===== src/rtl/pot_status_terminal_defs.svh =====
`ifndef POT_STATUS_TERMINAL_DEFS_SVH
`define POT_STATUS_TERMINAL_DEFS_SVH

// ---------------------------------------------------------------
// register addresses
// ---------------------------------------------------------------
`define ADDR_VOL_WIPER0   4'h0
`define ADDR_VOL_WIPER1   4'h1
`define ADDR_NV_WIPER0    4'h2
`define ADDR_NV_WIPER1    4'h3
`define ADDR_TERM_LOW     4'h4
`define ADDR_LOCK_STATE   4'h5
`define ADDR_VOL_WIPER2   4'h6
`define ADDR_VOL_WIPER3   4'h7
`define ADDR_NV_WIPER2    4'h8
`define ADDR_NV_WIPER3    4'h9
`define ADDR_TERM_HIGH    4'ha
`define ADDR_GP_FIRST     4'hb
`define ADDR_GP_LAST      4'hf

// ---------------------------------------------------------------
// status field positions
// ---------------------------------------------------------------
`define ST_RSV_TOP_HI     8
`define ST_RSV_TOP_LO     7
`define ST_LOCK_NET3      6
`define ST_LOCK_NET2      5
`define ST_NV_BUSY        4
`define ST_LOCK_NET1      3
`define ST_LOCK_NET0      2
`define ST_RSV_ONE        1
`define ST_PROTECT        0

// ---------------------------------------------------------------
// terminal control field positions and reset values
// ---------------------------------------------------------------
`define TC_RESERVED_TOP   8
`define TC_UPPER_HI       7
`define TC_UPPER_LO       4
`define TC_LOWER_HI       3
`define TC_LOWER_LO       0
`define TC_RESET          9'h1ff
`define NET_CTRL_RESET    4'hf
`define NET_SHDN_BIT      3
`define NET_A_BIT         2
`define NET_W_BIT         1
`define NET_B_BIT         0

`endif


===== src/rtl/pot_status_terminal_pkg.sv =====
package pot_status_terminal_pkg;

  typedef enum logic [1:0] {
    ST_LOAD = 2'b00,
    ST_RUN  = 2'b01
  } phase_t;

  typedef struct packed {
    logic [3:0] staged;
    logic [3:0] applied;
    logic       pending;
  } net_ctrl_state_t;

  typedef struct packed {
    phase_t     phase;
    logic [3:0] lock;
    logic       nv_protect;
    logic [8:0] rd_data;
    logic       rd_valid;
    logic       cmd_error;
    logic [3:0] vol_we;
    logic [3:0] nv_we;
    logic       gp_we;
    logic [8:0] wr_data;
    logic       scl_q;
    logic       sda_q;
    logic       apply;
    logic [3:0] shutdown;
    logic [3:0] term_a;
    logic [3:0] term_w;
    logic [3:0] term_b;
  } top_state_t;

endpackage


===== src/rtl/pin_sync2.sv =====
`timescale 1ns/1ps
`default_nettype none

module pin_sync2 #(
  parameter int WIDTH = 1
) (
  // clock and reset
  input  wire logic             clk,
  input  wire logic             rst_b,
  // pins and synchronised copy
  input  wire logic [WIDTH-1:0] pin,
  input  wire logic [WIDTH-1:0] reset_value,
  output logic      [WIDTH-1:0] level
);

  typedef struct packed {
    logic [WIDTH-1:0] first;
    logic [WIDTH-1:0] second;
  } sync_state_t;

  sync_state_t state;
  sync_state_t next_state;

  // ---------------------------------------------------------------
  // two stages, second one is the only reader of the first
  // ---------------------------------------------------------------
  always_comb begin
    next_state.first  = pin;
    next_state.second = state.first;
  end

  always_ff @(posedge clk) begin
    if (!rst_b) begin
      state <= '{first: reset_value, second: reset_value};
    end else begin
      state <= next_state;
    end
  end

  assign level = state.second;

endmodule

`default_nettype wire


===== src/rtl/net_ctrl_slice.sv =====
`timescale 1ns/1ps
`default_nettype none
`include "pot_status_terminal_defs.svh"

module net_ctrl_slice (
  // clock and reset
  input  wire logic       clk,
  input  wire logic       rst_b,
  // control
  input  wire logic       load_default,
  input  wire logic       write,
  input  wire logic [3:0] wdata,
  input  wire logic       lock,
  input  wire logic       apply,
  // values
  output logic      [3:0] staged,
  output logic      [3:0] applied
);

  pot_status_terminal_pkg::net_ctrl_state_t state;
  pot_status_terminal_pkg::net_ctrl_state_t next_state;

  // ---------------------------------------------------------------
  // staged value, copied to switches at command end
  // ---------------------------------------------------------------
  always_comb begin
    next_state = state;
    if (apply && state.pending) begin
      next_state.applied = state.staged;
      next_state.pending = 1'b0;
    end
    if (write && !lock) begin
      next_state.staged  = wdata;
      next_state.pending = 1'b1;
    end
    if (load_default) begin
      next_state.staged  = `NET_CTRL_RESET;
      next_state.applied = `NET_CTRL_RESET;
      next_state.pending = 1'b0;
    end
  end

  always_ff @(posedge clk) begin
    if (!rst_b) begin
      state <= '{staged: `NET_CTRL_RESET, applied: `NET_CTRL_RESET, pending: 1'b0};
    end else begin
      state <= next_state;
    end
  end

  assign staged  = state.staged;
  assign applied = state.applied;

endmodule

`default_nettype wire


===== src/rtl/pot_status_terminal_ctrl.sv =====
`timescale 1ns/1ps
`default_nettype none
`include "pot_status_terminal_defs.svh"

module pot_status_terminal_ctrl (
  // clock and reset
  input  wire logic       SYS_CLK,
  input  wire logic       RST_B,
  // power and reset events
  input  wire logic       POWER_UP_OR_BROWNOUT,
  input  wire logic       RESET_PIN_B,
  // device pins
  input  wire logic       WP_PIN_B,
  input  wire logic       SHDN_PIN_B,
  input  wire logic       SCL_IN,
  input  wire logic       SDA_IN,
  // nonvolatile engine
  input  wire logic [3:0] NV_LOCK,
  input  wire logic       NV_PROTECT,
  input  wire logic       NV_PROG_DONE,
  input  wire logic       NV_WRITE_ACTIVE,
  // decoded serial commands
  input  wire logic       CMD_VALID,
  input  wire logic       CMD_WRITE,
  input  wire logic [3:0] CMD_ADDR,
  input  wire logic [8:0] CMD_WDATA,
  // command answers
  output logic      [8:0] RD_DATA,
  output logic            RD_VALID,
  output logic            CMD_ERROR,
  // wiper and memory write strobes
  output logic      [3:0] VOL_WIPER_WE,
  output logic      [3:0] NV_WIPER_WE,
  output logic            GP_NV_WE,
  output logic      [8:0] WR_DATA,
  // terminal switches
  output logic      [3:0] NET_SHUTDOWN,
  output logic      [3:0] TERM_A_CONNECT,
  output logic      [3:0] TERM_W_CONNECT,
  output logic      [3:0] TERM_B_CONNECT
);

  // ---------------------------------------------------------------
  // declarations
  // ---------------------------------------------------------------
  pot_status_terminal_pkg::top_state_t state;
  pot_status_terminal_pkg::top_state_t next_state;

  logic [3:0] pin_level;
  logic       wp_pin_b_s;
  logic       shdn_pin_b_s;
  logic       scl_s;
  logic       sda_s;
  logic       rst_pin_b_s;

  logic [3:0] net_staged [4];
  logic [3:0] net_applied [4];
  logic [3:0] net_write;
  logic [3:0] net_wdata [4];

  logic       protect;
  logic       stop_seen;
  logic       cmd_live;
  logic       is_nv_addr;
  logic       is_vol_addr;
  logic [8:0] status_word;
  logic [8:0] term_low_word;
  logic [8:0] term_high_word;
  logic       reload;

  // ---------------------------------------------------------------
  // pin synchronisers
  // ---------------------------------------------------------------
  pin_sync2 #(
    .WIDTH (4)
  ) u_pin_sync (
    .clk         (SYS_CLK),
    .rst_b       (RST_B),
    .pin         ({WP_PIN_B, SHDN_PIN_B, SCL_IN, SDA_IN}),
    .reset_value (4'hf),
    .level       (pin_level)
  );

  pin_sync2 #(
    .WIDTH (1)
  ) u_rst_pin_sync (
    .clk         (SYS_CLK),
    .rst_b       (RST_B),
    .pin         (RESET_PIN_B),
    .reset_value (1'b1),
    .level       (rst_pin_b_s)
  );

  assign wp_pin_b_s   = pin_level[3];
  assign shdn_pin_b_s = pin_level[2];
  assign scl_s        = pin_level[1];
  assign sda_s        = pin_level[0];

  // ---------------------------------------------------------------
  // end of serial command: data rises while clock high
  // ---------------------------------------------------------------
  assign stop_seen = scl_s && state.scl_q && sda_s && !state.sda_q;

  // ---------------------------------------------------------------
  // address classes and gating
  // ---------------------------------------------------------------
  assign protect  = !wp_pin_b_s || state.nv_protect;
  assign cmd_live = CMD_VALID && (state.phase == pot_status_terminal_pkg::ST_RUN);
  assign reload   = !rst_pin_b_s || POWER_UP_OR_BROWNOUT;

  always_comb begin
    is_nv_addr = 1'b0;
    case (CMD_ADDR)
      `ADDR_NV_WIPER0,
      `ADDR_NV_WIPER1,
      `ADDR_NV_WIPER2,
      `ADDR_NV_WIPER3: is_nv_addr = 1'b1;
      default:         is_nv_addr = (CMD_ADDR >= `ADDR_GP_FIRST);
    endcase
  end

  always_comb begin
    is_vol_addr = 1'b0;
    case (CMD_ADDR)
      `ADDR_VOL_WIPER0,
      `ADDR_VOL_WIPER1,
      `ADDR_TERM_LOW,
      `ADDR_LOCK_STATE: is_vol_addr = 1'b1;
      default:          is_vol_addr = 1'b0;
    endcase
  end

  // ---------------------------------------------------------------
  // read words
  // ---------------------------------------------------------------
  always_comb begin
    status_word                 = 9'h000;
    status_word[`ST_RSV_TOP_HI] = 1'b1;
    status_word[`ST_RSV_TOP_LO] = 1'b1;
    status_word[`ST_LOCK_NET3]  = state.lock[3];
    status_word[`ST_LOCK_NET2]  = state.lock[2];
    status_word[`ST_NV_BUSY]    = NV_WRITE_ACTIVE;
    status_word[`ST_LOCK_NET1]  = state.lock[1];
    status_word[`ST_LOCK_NET0]  = state.lock[0];
    status_word[`ST_RSV_ONE]    = 1'b1;
    status_word[`ST_PROTECT]    = protect;
  end

  // ---------------------------------------------------------------
  // control words, reserved top bit forced to one
  // ---------------------------------------------------------------
  always_comb begin
    term_low_word                            = 9'h000;
    term_low_word[`TC_RESERVED_TOP]          = 1'b1;
    term_low_word[`TC_UPPER_HI:`TC_UPPER_LO] = net_staged[1];
    term_low_word[`TC_LOWER_HI:`TC_LOWER_LO] = net_staged[0];
  end

  always_comb begin
    term_high_word                            = 9'h000;
    term_high_word[`TC_RESERVED_TOP]          = 1'b1;
    term_high_word[`TC_UPPER_HI:`TC_UPPER_LO] = net_staged[3];
    term_high_word[`TC_LOWER_HI:`TC_LOWER_LO] = net_staged[2];
  end

  // ---------------------------------------------------------------
  // terminal control write split per network
  // ---------------------------------------------------------------
  always_comb begin
    net_write    = 4'h0;
    net_wdata[0] = CMD_WDATA[`TC_LOWER_HI:`TC_LOWER_LO];
    net_wdata[1] = CMD_WDATA[`TC_UPPER_HI:`TC_UPPER_LO];
    net_wdata[2] = CMD_WDATA[`TC_LOWER_HI:`TC_LOWER_LO];
    net_wdata[3] = CMD_WDATA[`TC_UPPER_HI:`TC_UPPER_LO];
    if (cmd_live && CMD_WRITE && !reload) begin
      if (CMD_ADDR == `ADDR_TERM_LOW) begin
        net_write[1:0] = 2'b11;
      end
      if (CMD_ADDR == `ADDR_TERM_HIGH && !NV_WRITE_ACTIVE) begin
        net_write[3:2] = 2'b11;
      end
    end
  end

  genvar g;
  generate
    for (g = 0; g < 4; g = g + 1) begin : g_net
      net_ctrl_slice u_net (
        .clk          (SYS_CLK),
        .rst_b        (RST_B),
        .load_default (POWER_UP_OR_BROWNOUT),
        .write        (net_write[g]),
        .wdata        (net_wdata[g]),
        .lock         (state.lock[g]),
        .apply        (state.apply),
        .staged       (net_staged[g]),
        .applied      (net_applied[g])
      );
    end
  endgenerate

  // ---------------------------------------------------------------
  // next state
  // ---------------------------------------------------------------
  always_comb begin
    next_state           = state;
    next_state.rd_valid  = 1'b0;
    next_state.cmd_error = 1'b0;
    next_state.vol_we    = 4'h0;
    next_state.nv_we     = 4'h0;
    next_state.gp_we     = 1'b0;
    next_state.scl_q     = scl_s;
    next_state.sda_q     = sda_s;
    next_state.apply     = stop_seen;

    // lock and protect copies
    case (state.phase)
      pot_status_terminal_pkg::ST_LOAD: begin
        next_state.lock       = NV_LOCK;
        next_state.nv_protect = NV_PROTECT;
        next_state.phase      = pot_status_terminal_pkg::ST_RUN;
      end
      pot_status_terminal_pkg::ST_RUN: begin
        if (NV_PROG_DONE) begin
          next_state.lock       = NV_LOCK;
          next_state.nv_protect = NV_PROTECT;
        end
      end
      default: begin
        next_state.phase = pot_status_terminal_pkg::ST_LOAD;
      end
    endcase
    if (reload) begin
      next_state.phase = pot_status_terminal_pkg::ST_LOAD;
    end

    // ---------------------------------------------------------------
    // command decode
    // ---------------------------------------------------------------
    if (cmd_live && !reload) begin
      if (NV_WRITE_ACTIVE && !is_vol_addr) begin
        next_state.cmd_error = 1'b1;
      end else if (!CMD_WRITE) begin
        next_state.rd_valid = 1'b1;
        case (CMD_ADDR)
          `ADDR_LOCK_STATE: next_state.rd_data = status_word;
          `ADDR_TERM_LOW:   next_state.rd_data = term_low_word;
          `ADDR_TERM_HIGH:  next_state.rd_data = term_high_word;
          default:          next_state.rd_data = 9'h000;
        endcase
      end else begin
        next_state.wr_data = CMD_WDATA;
        case (CMD_ADDR)
          `ADDR_VOL_WIPER0: next_state.vol_we[0] = !state.lock[0];
          `ADDR_VOL_WIPER1: next_state.vol_we[1] = !state.lock[1];
          `ADDR_VOL_WIPER2: next_state.vol_we[2] = !state.lock[2];
          `ADDR_VOL_WIPER3: next_state.vol_we[3] = !state.lock[3];
          `ADDR_LOCK_STATE: next_state.cmd_error = 1'b1;
          `ADDR_TERM_LOW,
          `ADDR_TERM_HIGH:  next_state.cmd_error = 1'b0;
          default: begin
            if (protect && is_nv_addr) begin
              next_state.cmd_error = 1'b1;
            end else begin
              case (CMD_ADDR)
                `ADDR_NV_WIPER0: next_state.nv_we[0] = !state.lock[0];
                `ADDR_NV_WIPER1: next_state.nv_we[1] = !state.lock[1];
                `ADDR_NV_WIPER2: next_state.nv_we[2] = !state.lock[2];
                `ADDR_NV_WIPER3: next_state.nv_we[3] = !state.lock[3];
                default:         next_state.gp_we    = 1'b1;
              endcase
            end
          end
        endcase
      end
    end

    // ---------------------------------------------------------------
    // switch drive: cleared shutdown bit or active pin forces shutdown
    // ---------------------------------------------------------------
    for (int n = 0; n < 4; n = n + 1) begin
      next_state.shutdown[n] = !net_applied[n][`NET_SHDN_BIT] || !shdn_pin_b_s;
      next_state.term_a[n]   = net_applied[n][`NET_A_BIT];
      next_state.term_w[n]   = net_applied[n][`NET_W_BIT];
      next_state.term_b[n]   = net_applied[n][`NET_B_BIT];
    end
  end

  // ---------------------------------------------------------------
  // state register
  // ---------------------------------------------------------------
  always_ff @(posedge SYS_CLK) begin
    if (!RST_B) begin
      state            <= '0;
      state.phase      <= pot_status_terminal_pkg::ST_LOAD;
      state.scl_q      <= 1'b1;
      state.sda_q      <= 1'b1;
      state.term_a     <= 4'hf;
      state.term_w     <= 4'hf;
      state.term_b     <= 4'hf;
    end else begin
      state <= next_state;
    end
  end

  // ---------------------------------------------------------------
  // outputs
  // ---------------------------------------------------------------
  assign RD_DATA        = state.rd_data;
  assign RD_VALID       = state.rd_valid;
  assign CMD_ERROR      = state.cmd_error;
  assign VOL_WIPER_WE   = state.vol_we;
  assign NV_WIPER_WE    = state.nv_we;
  assign GP_NV_WE       = state.gp_we;
  assign WR_DATA        = state.wr_data;
  assign NET_SHUTDOWN   = state.shutdown;
  assign TERM_A_CONNECT = state.term_a;
  assign TERM_W_CONNECT = state.term_w;
  assign TERM_B_CONNECT = state.term_b;

endmodule

`default_nettype wire


===== config.mk =====
export PLATFORM = sky130hd
export DESIGN_NAME = pot_status_terminal_ctrl
export DESIGN_NICKNAME = d
export VERILOG_FILES = /design/src/rtl/pot_status_terminal_pkg.sv /design/src/rtl/pin_sync2.sv /design/src/rtl/net_ctrl_slice.sv /design/src/rtl/pot_status_terminal_ctrl.sv
export VERILOG_INCLUDE_DIRS = /design/src /design/src/rtl
export SDC_FILE = /design/constraint.sdc
export NUM_CORES = 1
export LEC_CHECK = 0
export CAP_MARGIN = 30
export CORE_MARGIN = 4
export CORE_UTILIZATION = 50
export DETAILED_ROUTE_END_ITERATION = 12
export DONT_BUFFER_PORTS = 1
export HOLD_SLACK_MARGIN = 0.08
export PLACE_DENSITY = 0.76
export SETUP_SLACK_MARGIN = 0.05
export SKIP_CTS_REPAIR_TIMING = 1
export SLEW_MARGIN = 20
export SYNTH_ARGS = -nofsm -noshare
export SYNTH_HDL_FRONTEND = slang
export SYNTH_SLANG_ARGS = --single-unit

===== constraint.sdc =====
create_clock -name SYS_CLK -period 4.62 [get_ports SYS_CLK]
set_clock_uncertainty 0.15 [all_clocks]
set_input_delay 0.462 -clock SYS_CLK [delete_from_list [all_inputs] [get_ports SYS_CLK]]
set_output_delay 0.462 -clock SYS_CLK [all_outputs]
set_load 0.005 [all_outputs]

# Word-level counts from Yosys, hierarchy flattened
# Cells that the tools add are included.
# totals
in_bits,30
latch_bits,0
ff_bits,101
out_inout_bits,45
mem_bits_ro,0
mem_bits_rw,0
word_cells,163
mem_count,0
# classes
multipliers,0
muxes,33
n_lt_le_gt_ge,1
div,0
n_eq_ne,12
bitwise_logic,12
shifts,0
n_reduce_logical,66
add_sub_neg,0
# ops
operator,n
OR reduction 13 bit,4
one-hot mux 9 bit (3 select lines),1
two-way mux 1 bit,22
OR reduction 5 bit,4
two-way mux 19 bit,1
logical AND 1 bit,18
equality test 4 x 3 -> 1 bit (second input constant),4
zero test 1 bit,15
two-way mux 5 bit,3
equality test 4 bit (second input constant),3
inverter 1 bit,12
OR reduction 12 bit,1
one-hot mux 5 bit (2 select lines),1
nonzero test 2 bit,5
equality test 4 x 2 -> 1 bit (second input constant),2
OR reduction 4 bit,2
OR reduction 7 bit,1
logical OR 1 bit,6
AND reduction 3 bit,2
OR reduction 6 bit,1
equality test 4 x 1 -> 1 bit (second input constant),1
>= comparator 4 bit (second input constant),1
zero test 4 bit,1
two-way mux 2 bit,2
other kinds (9),11

# Longest topological paths before layout
# Gate-level depths: netlist of run 1.
# depth
depth_word,8
depth_mapped,6
depth_no_buf,4

# By module
# From an unflattened synthesis of run 1, not the netlist that was laid out.
# unflattened
hier_cells,460
area_unflattened_um2,4513.1
# by_module_without_submodules
module,area_each_um2,cells_each,instances,seq_area_each_um2
pot_status_terminal_ctrl,2442.3,255,1,1081.0
net_ctrl_slice,429.2,46,4,180.2
pin_sync2 (u_pin_sync),291.5,17,1,160.2
pin_sync2 (u_rst_pin_sync),62.6,4,1,40.0

# Worst setup path before layout of run 1
# No wires, ideal clock.
# synth_timing
path_type,input port to flip-flop
startpoint,input POWER_UP_OR_BROWNOUT
endpoint,"register state, in the netlist RD_DATA[0]"
setup_ps,128
arrival_ps,1374
required_time_ps,4342
stages,5
path_buffers,1
setup_slack_ps,2968
path_cell_list,and4b_1 -> buf_4 -> nor3b_4 -> nor2b_2 -> o2bb2ai_1
# synth_via
elab_chain_cells,4
# synth_lines
element,line,rtl
from (decl),pot_status_terminal_ctrl.sv:10,"input wire logic POWER_UP_OR_BROWNOUT,"
logical OR 1 bit,pot_status_terminal_ctrl.sv:109,assign reload = !rst_pin_b_s || POWER_UP_OR_BROWNOUT;
zero test 1 bit,pot_status_terminal_ctrl.sv:240,if (cmd_live && !reload) begin
logical AND 1 bit,pot_status_terminal_ctrl.sv:240,
AND reduction 3 bit (no line),n/a,
to (signal assigned),pot_status_terminal_ctrl.sv:302,state <= next_state;
to (decl),pot_status_terminal_ctrl.sv:46,pot_status_terminal_pkg::top_state_t state;
# Every way passes these cells.
# A chain may end at the register's enable or synchronous reset.

# Final worst setup path of run 1
# layout_timing
startpoint,"register u_rst_pin_sync.state, in the netlist u_rst_pin_sync.level"
endpoint,"register state, in the netlist VOL_WIPER_WE[0]"
# layout_via
elab_chain_cells,6
# layout_lines
element,line,rtl
from (decl),pin_sync2.sv:21,sync_state_t state;
from (signal assigned),pin_sync2.sv:34,"state <= '{first: reset_value, second: reset_value};"
from (signal assigned),pin_sync2.sv:36,state <= next_state;
zero test 1 bit,pot_status_terminal_ctrl.sv:109,
logical OR 1 bit,pot_status_terminal_ctrl.sv:109,
zero test 1 bit,pot_status_terminal_ctrl.sv:240,
logical AND 1 bit,pot_status_terminal_ctrl.sv:240,
inverter 1 bit (no line),n/a,
OR reduction 5 bit (no line),n/a,
# Every way passes these cells.

==> key figures, run 1 <==
Synthesis
  – Number of instances in the synthesized netlist: 418
  – Post-synth cell types: 41
  – Seq/Total Area, Yosys: between 50% and 60%
  – Total of flip-flops plus latches after synthesis: 100
  – Number of synthesis warnings: 0
  – Mean instance size in the synthesized netlist: 9.55 µm²
  – Syn Std Cell Area: ~0.004 mm²
  – Post-synthesis net count: 448

Detailed routing
  – Iteration count of the initial detailed-routing pass: 6
  – Initial detailed-routing violation count: 182
  – DRC violation count after routing: 0
  – Detail-routed net length per standard cell: between 15 and 20 µm
  – Met1 layer wirelength in the final routing: 3590 µm
  – Highest metal layer used by the detailed router: met4
  – DR vias/cell: between 5 and 6
  – Final routed wirelength across all metal layers: ~8000 µm
  – Vias: between 2k and 3k
  – Antenna Violating Nets Remaining: 0
  – Wire length on met2: about 3600 µm
  – Metal3 WL: between 700 and 800 µm

Power
  – Clock network fraction of design power: around a third
  – Net switching fraction of the power: about a quarter
  – Internal power: between 1 and 1.5 mW
  – VDD IR-drop max: 202 µV
  – Cell Pwr Density: ~360 mW/mm²
  – Total power: 1.45 mW
  – Net switching power: around 0.35 mW
  – Relative contribution of combinational cells to total power: roughly 4.3%
  – Proportion of power drawn by flip-flops and latches: around three fifths
  – Leakage component of the power: ~1.6 nW

Worst setup path
  – Critical path type: flip-flop to flip-flop
  – WP data arrival: roughly 2.3 ns
  – Source of the worst register-to-register timing path: u_rst_pin_sync.level$_SDFF_PN1_
  – Type of element capturing the critical path: flip-flop
  – Critical Path Fanout Max: 10
  – Number of cell instances on the worst register-to-register path: 4
  – Startpoint type of the worst setup path: flip-flop
  – Worst r2r dst: VOL_WIPER_WE[0]$_SDFF_PP0_
  – Start point of the critical path: u_rst_pin_sync.level$_SDFF_PN1_
  – Register-to-register path setup slack: roughly 2.5 ns
  – Required time of the worst setup path: ~4.8 ns
  – Crit path to: VOL_WIPER_WE[0]$_SDFF_PP0_

Place
  – Post-detail-place hpwl: between 5000 and 6000 µm
  – Cell Area, Placed: 0.00369 mm²
  – I/O Buffers: 0
  – Global placer's final weighted congestion: 0.850

Global routing
  – Gr usage total: 16.7%
  – First-pass GRT wire length: around 13000 µm
  – Number of antenna violations at the first check in global routing: 0
  – Largest net degree at the start of global routing: 54
  – Number of global-route vias before repair: about 2.5k
  – GR Overflow Total: 0

Worst hold path
  – Min-Delay Path Class: input port to flip-flop
  – Critical hold path startpoint: RST_B

Floorplan
  – Core box area: just under 0.008 mm²
  – Top-level port count: 75
  – Vert. Die Dim: approximately 97 µm
  – Row cnt: 32
  – Total Die Area: ~0.0095 mm²
  – Die width: 97.3 µm
  – Initial Util: just over 50%

Clock tree
  – Clock Root Buffer: sky130_fd_sc_hd__clkbuf_8
  – Clk slew on worst S/H paths: 0.09 ns
  – CTS buffer count: 9
  – Clock tree buffer depth: 2
  – Clock insertion delay at the later pin of the skew report: between 0.3 and 0.4 ns
  – Number of H-tree levels: 3
  – CTS sink count: 100
  – CTS tree: built

STA
  – Final slew viol count: 0
  – Total Negative Setup Slacks: 0 ns
  – Final number of setup-violating endpoints: 0
  – Final hold slack: approximately 0.08 ns
  – Final Critical Period: approximately 2.1 ns
  – Headroom to the max-slew limit: 43.8%
  – Setup repair after global routing missed its margin: no
  – Fin. Hold Viols: 0
  – Worst-Margin Slew: approximately 0.84 ns
  – Period utilisation layout: roughly 46%
  – Fmax: between 0.4 and 0.5 GHz

Final layout
  – Nets@finish: around 400
  – Multi-input combinational cell area: roughly 0.0016 mm²
  – Fraction of layout cells with a size suffix above 1: under 10%
  – Layout Area Growth over Synthesis: 0.282%
  – Number of antenna diodes: 0
  – Final Instance Area: approximately 0.0040 mm²
  – Post-layout util: 51.8%
  – Total of fill cells in the finished design: 703
  – Combined flip-flop and latch cell area: between 0.002 and 0.0025 mm²

Status
  – Result of the run: complete, no violations

Run
  – # Max-Cap Violations: 0
==> per-stage QoR <==
step,worst slack (ns),cells
3_5_place_dp,2.41,455
4_1_cts,2.60,471
6_report,2.48,483
5_1_grt,2.35,483
3_3_place_gp,2.46,455
2_1_floorplan,2.97,418
==> layout make-up <==
type | instances | area share, %
Timing Repair Buffer | 13 | 3.44
Clock inverter | 6 | 1.22
Tap cell | 102 | 3.19
Sequential cell | 100 | 50.0
Clock buffer | 10 | 3.19
Multi-Input combinational cell | 250 | 38.7
Inverter | 2 | 0.188
==> cells in the mapped netlist (all sizes together) <==
library cell | count | area, µm²
a211o | 1 | 8.76
a211oi | 1 | 7.51
a21boi | 4 | 30.0
a21oi | 15 | 75.1
a22oi | 6 | 45.0
a2bb2oi | 1 | 8.76
and2 | 1 | 6.26
and4b | 3 | 30.0
and4bb | 1 | 12.5
buf | 52 | 378
clkbuf | 14 | 52.6
dfxtp | 100 | 2000
inv | 2 | 7.51
mux2 | 5 | 56.3
mux2i | 13 | 130
nand2 | 29 | 109
nand2b | 25 | 156
nand3 | 47 | 235
nand3b | 5 | 37.5
nand4 | 4 | 40.0
nand4b | 2 | 38.8
nor2 | 22 | 82.6
nor2b | 18 | 115
nor3 | 13 | 70.1
nor3b | 3 | 38.8
nor4 | 1 | 6.26
nor4b | 2 | 17.5
o211a | 3 | 30.0
o211ai | 1 | 7.51
o21a | 1 | 7.51
o21ai | 13 | 65.1
o2bb2ai | 6 | 52.6
or2b | 4 | 30.0
==> cells by family (layout without fill, tap and decap cells) <==
family | Yosys count | in the layout | share of synthesized area, %
AOI/OAI and AO/OA | 52 | 52 | 8.47
and+or+nand+nor | 180 | 180 | 25.7
muxes | 18 | 18 | 4.67
buffers and inverters | 68 | 31 | 11.0
DFF | 100 | 100 | 50.2
==> routing by layer <==
metal	vias up	track usage [%]
met2	100	23.8
met5	-	0
met1	1210	22.3
met3	13	7.25
met4	0	6.28
li1	1301	-
==> how the worst min path moves through the flow <==
| stage | slack, ns | cells past startpoint | to |
|---|---|---|---|
| final | 0.08 | 1 | state[51]$_SDFFE_PN0P_ |
| after floorplan | 0.22 | 1 | state[16]$_SDFF_PN0_ |
| after CTS | -0.003 | 1 | VOL_WIPER_WE[0]$_SDFF_PP0_ |
| after global routing | 0.08 | 1 | WR_DATA[4]$_SDFFE_PN0P_ |
| after global placement | 0.22 | 1 | state[16]$_SDFF_PN0_ |
| after detailed placement | 0.23 | 1 | state[16]$_SDFF_PN0_ |
==> state kept, by name, indices dropped and copies added (netlist names), 9 cells and up <==
signal / cells
RD_DATA: 9
WR_DATA: 9
g_net.u_net.applied: 16
g_net.u_net.staged: 16
state: 9
==> critical path, stage by stage, from the launching register on <==
cell and delay [ns]:
sky130_fd_sc_hd__dfxtp_1 0.34, sky130_fd_sc_hd__and4b_1 0.52, sky130_fd_sc_hd__nand4b_4 0.19, sky130_fd_sc_hd__nor4b_1 0.31, sky130_fd_sc_hd__dlygate4sd3_1 0.59
==> power groups by stage <==
stage	clock network [mW]	logic, mW	registers, mW
detailed placement	0	0.0470	0.900
finish	0.507	0.0622	0.880
global route	0.560	0.0680	0.882
CTS	0.523	0.0472	0.880
global placement	0	0.0461	0.900
floorplan	0	0.0569	0.895
==> cells in the final DEF, fill, tap and decap left out, types with 3 or more instances in the layout <==
master                          instances
sky130_fd_sc_hd__a21oi_1               15
sky130_fd_sc_hd__o211a_1                3
sky130_fd_sc_hd__a22oi_1                6
sky130_fd_sc_hd__clkbuf_8               9
sky130_fd_sc_hd__nand3b_1               5
sky130_fd_sc_hd__nor3_1                12
sky130_fd_sc_hd__a21boi_0               4
sky130_fd_sc_hd__nand3_1               47
sky130_fd_sc_hd__o21ai_0               12
sky130_fd_sc_hd__or2b_1                 4
sky130_fd_sc_hd__nand2_1               29
sky130_fd_sc_hd__mux2_2                 5
sky130_fd_sc_hd__mux2i_1               13
sky130_fd_sc_hd__and4b_1                3
sky130_fd_sc_hd__nand2b_1              25
sky130_fd_sc_hd__nor2_1                22
sky130_fd_sc_hd__dlygate4sd3_1         11
sky130_fd_sc_hd__nor2b_1               17
sky130_fd_sc_hd__o2bb2ai_1              6
sky130_fd_sc_hd__nand4_1                3
sky130_fd_sc_hd__dfxtp_1              100
Note: power is estimated with default switching activity, not from simulation.
==> run 2: changes to the inputs <==
PLACE_DENSITY = 0.79   (was 0.76)
clock period = 1.85 ns   (was 4.62 ns; I/O delays follow)
==> run 2 against run 1 <==
  * Clock power rose to 2.8 times the previous value
  * Combinational power rose to 3.8 times the previous value
  * Non-clock buffer count rose by 33
  * Core utilization rose by 4.5 points
  * Count of clock-buffer cells in the layout fell by 1
  * Design area rose by 8.6%
  * Final cell count rose by 6.8%
  * Critical endpoint is now NV_WIPER_WE[0]$_SDFF_PP0_
  * Register-to-register slack got worse by 2.4 ns
==> key figures, run 2 (synthesis gave the netlist of run 1 again) <==
Status
  – Result of the run: complete, no violations (unchanged)

Detailed routing
  – Vias: 2845 (was 2624)
  – Detail-routed net length per standard cell: 16.7 µm (about the same)
  – Final routed wirelength across all metal layers: 8620 µm (was 8060 µm)
  – DRC violation count after routing: 0 (unchanged)
  – Iteration count of the initial detailed-routing pass: 5 (was 6)
  – DR vias/cell: 5.51 (was 5.43)
  – Initial detailed-routing violation count: 270 (was 182)
  – Antenna Violating Nets Remaining: 0 (unchanged)

Run
  – # Max-Cap Violations: 0 (unchanged)

Floorplan
  – Die width: 97.3 µm (unchanged)
  – Total Die Area: 0.00947 mm² (unchanged)
  – Initial Util: 51.6% (unchanged)
  – Core box area: 0.00773 mm² (unchanged)
  – Top-level port count: 75 (unchanged)
  – Row cnt: 32 (unchanged)
  – Vert. Die Dim: 97.3 µm (unchanged)

STA
  – Period utilisation layout: 96.8%
  – Final number of setup-violating endpoints: 0 (unchanged)
  – Headroom to the max-slew limit: 55.1% (was 43.8%)
  – Final Critical Period: around 1.8 ns
  – Fmax: roughly 0.56 GHz
  – Fin. Hold Viols: 0 (unchanged)
  – Total Negative Setup Slacks: 0 ns (unchanged)
  – Setup repair after global routing missed its margin: no (unchanged)
  – Final slew viol count: 0 (unchanged)
  – Worst-Margin Slew: 0.673 ns (was 0.840 ns)

Final layout
  – Commonest cells after routing, fill and taps aside: 100 x sky130_fd_sc_hd__dfxtp_1, 47 x sky130_fd_sc_hd__nand3_1, 37 x sky130_fd_sc_hd__dlygate4sd3_1 (was 100 x sky130_fd_sc_hd__dfxtp_1, 47 x sky130_fd_sc_hd__nand3_1, 29 x sky130_fd_sc_hd__nand2_1)
  – Nets@finish: 439 (was 406)
  – Most common cell after layout, fill and taps aside: sky130_fd_sc_hd__dfxtp_1 (unchanged)
  – Final non-filler cell total: 516 (was 483)
  – Layout Area Growth over Synthesis: 8.94% (was 0.282%)
  – Number of antenna diodes: 0 (unchanged)
  – Fraction of layout cells with a size suffix above 1: 8.94% (was 7.61%)

Worst setup path
  – WP data arrival: 1.94 ns (was 2.30 ns)
  – Number of cell instances on the worst register-to-register path: 4 (unchanged)
  – Start point of the critical path: CMD_ADDR[0] (was u_rst_pin_sync.level$_SDFF_PN1_)
  – Critical Path Fanout Max: 13 (was 10)
  – Critical path type: input port to flip-flop (was flip-flop to flip-flop)
  – Type of element capturing the critical path: flip-flop (unchanged)
  – Source of the worst register-to-register timing path: state[51]$_SDFFE_PN0P_ (was u_rst_pin_sync.level$_SDFF_PN1_)
  – Register-to-register path setup slack: 0.13 ns (was 2.48 ns)
  – Required time of the worst setup path: 2.00 ns (was 4.79 ns)
  – Startpoint type of the worst setup path: input port (was flip-flop)

Clock tree
  – Clock Root Buffer: sky130_fd_sc_hd__clkbuf_8 (unchanged)
  – CTS buffer count: 9 (unchanged)
  – Clock tree buffer depth: 2 (unchanged)
  – Clk slew on worst S/H paths: 0.10 ns (was 0.09 ns)
  – CTS tree: built (unchanged)
  – CTS sink count: 100 (unchanged)
  – Clock insertion delay at the later pin of the skew report: 0.35 ns (was 0.37 ns)
  – Number of H-tree levels: 3 (unchanged)

Global routing
  – First-pass GRT wire length: 12900 µm (was 12600 µm)
  – Number of global-route vias before repair: 2523 (was 2473)
  – Number of antenna violations at the first check in global routing: 0 (unchanged)
  – GR Overflow Total: 0 (unchanged)
  – Largest net degree at the start of global routing: 54 (unchanged)
  – Gr usage total: 16.9% (was 16.7%)

Place
  – I/O Buffers: 0 (unchanged)
  – Cell count after placement: 461 (was 455)
  – Global placer's final weighted congestion: 0.851 (was 0.850)
  – Post-detail-place hpwl: 5610 µm (was 5460 µm)

Power
  – VDD IR-drop max: 579 µV (was 202 µV)
  – Cell Pwr Density: 884 mW/mm² (was 362 mW/mm²)
  – Leakage component of the power: 1.71 nW (was 1.56 nW)

Worst hold path
  – Hold Path Stages: 4 (was 1)
  – Min-Delay Path Class: input port to flip-flop (unchanged)
  – Critical hold path startpoint: CMD_ADDR[0] (was RST_B)
## run 2: cell count changes in the layout (fill, tap and decap cells not counted), sizes merged
cell         delta
buf             +7
clkinvlp        -1
bufinv          +1
clkinv          +1
clkbuf          -1
dlygate4sd3    +26
## run 2: final timing paths
check	end
setup reg to reg	RD_DATA[5]$_SDFFE_PN0P_
hold / removal	RD_DATA[0]$_SDFFE_PN0P_
hold reg to reg	state[16]$_SDFF_PN0_
setup / recovery	NV_WIPER_WE[0]$_SDFF_PP0_
## run 2: report_power, final
group	switching, mW	total, mW	leakage, nW	internal, mW
combinational	0.117	0.235	0.794	0.118
sequential	0.0211	2.20	0.812	2.18
clock	0.764	1.41	0.103	0.646
total	0.902	3.84	1.71	2.94
## run 2: final cells by class
type                       instances  area (µm²)
clock buffer                       9         124
clock inverter                     7        85.1
fill                             650        3380
inverter                           2        7.51
multi-input combinational        250        1550
sequential                       100        2000
tap                              102         128
timing repair buffer              46         450
## run 2: through the flow
step                      hold slack [ns]  worst slack (ns)  power (mW)  instance area [µm²]  utilization (%)
after floorplan                     0.131             0.403        2.38                 3990                -
after global placement              0.114             0.236        2.37                 3740             48.4
after detailed placement            0.118             0.138        2.37                 3740             48.4
after CTS                          -0.272             0.120        3.77                 3950             51.1
after global routing               0.0860            0.0257        4.01                 4350             56.3
final                              0.0652            0.0584        3.84                 4350             56.3
## run 2: worst max-delay path, stage by stage
cell and delay [ns]:
sky130_fd_sc_hd__dlygate4sd3_1 0.69, sky130_fd_sc_hd__nor2_1 0.32, sky130_fd_sc_hd__nand2_1 0.09, sky130_fd_sc_hd__dlygate4sd3_1 0.56
sky130_fd_sc_hd__nor2_1 0.09
## run 2: layer usage
metal | vias to the layer above | global-route usage [%] | wire length [µm]
met5 | - | 0 | 0
met4 | 0 | 7.99 | 266
met3 | 26 | 5.67 | 778
met2 | 135 | 25.2 | 3890
met1 | 1318 | 22.0 | 3680
li1 | 1366 | - | -
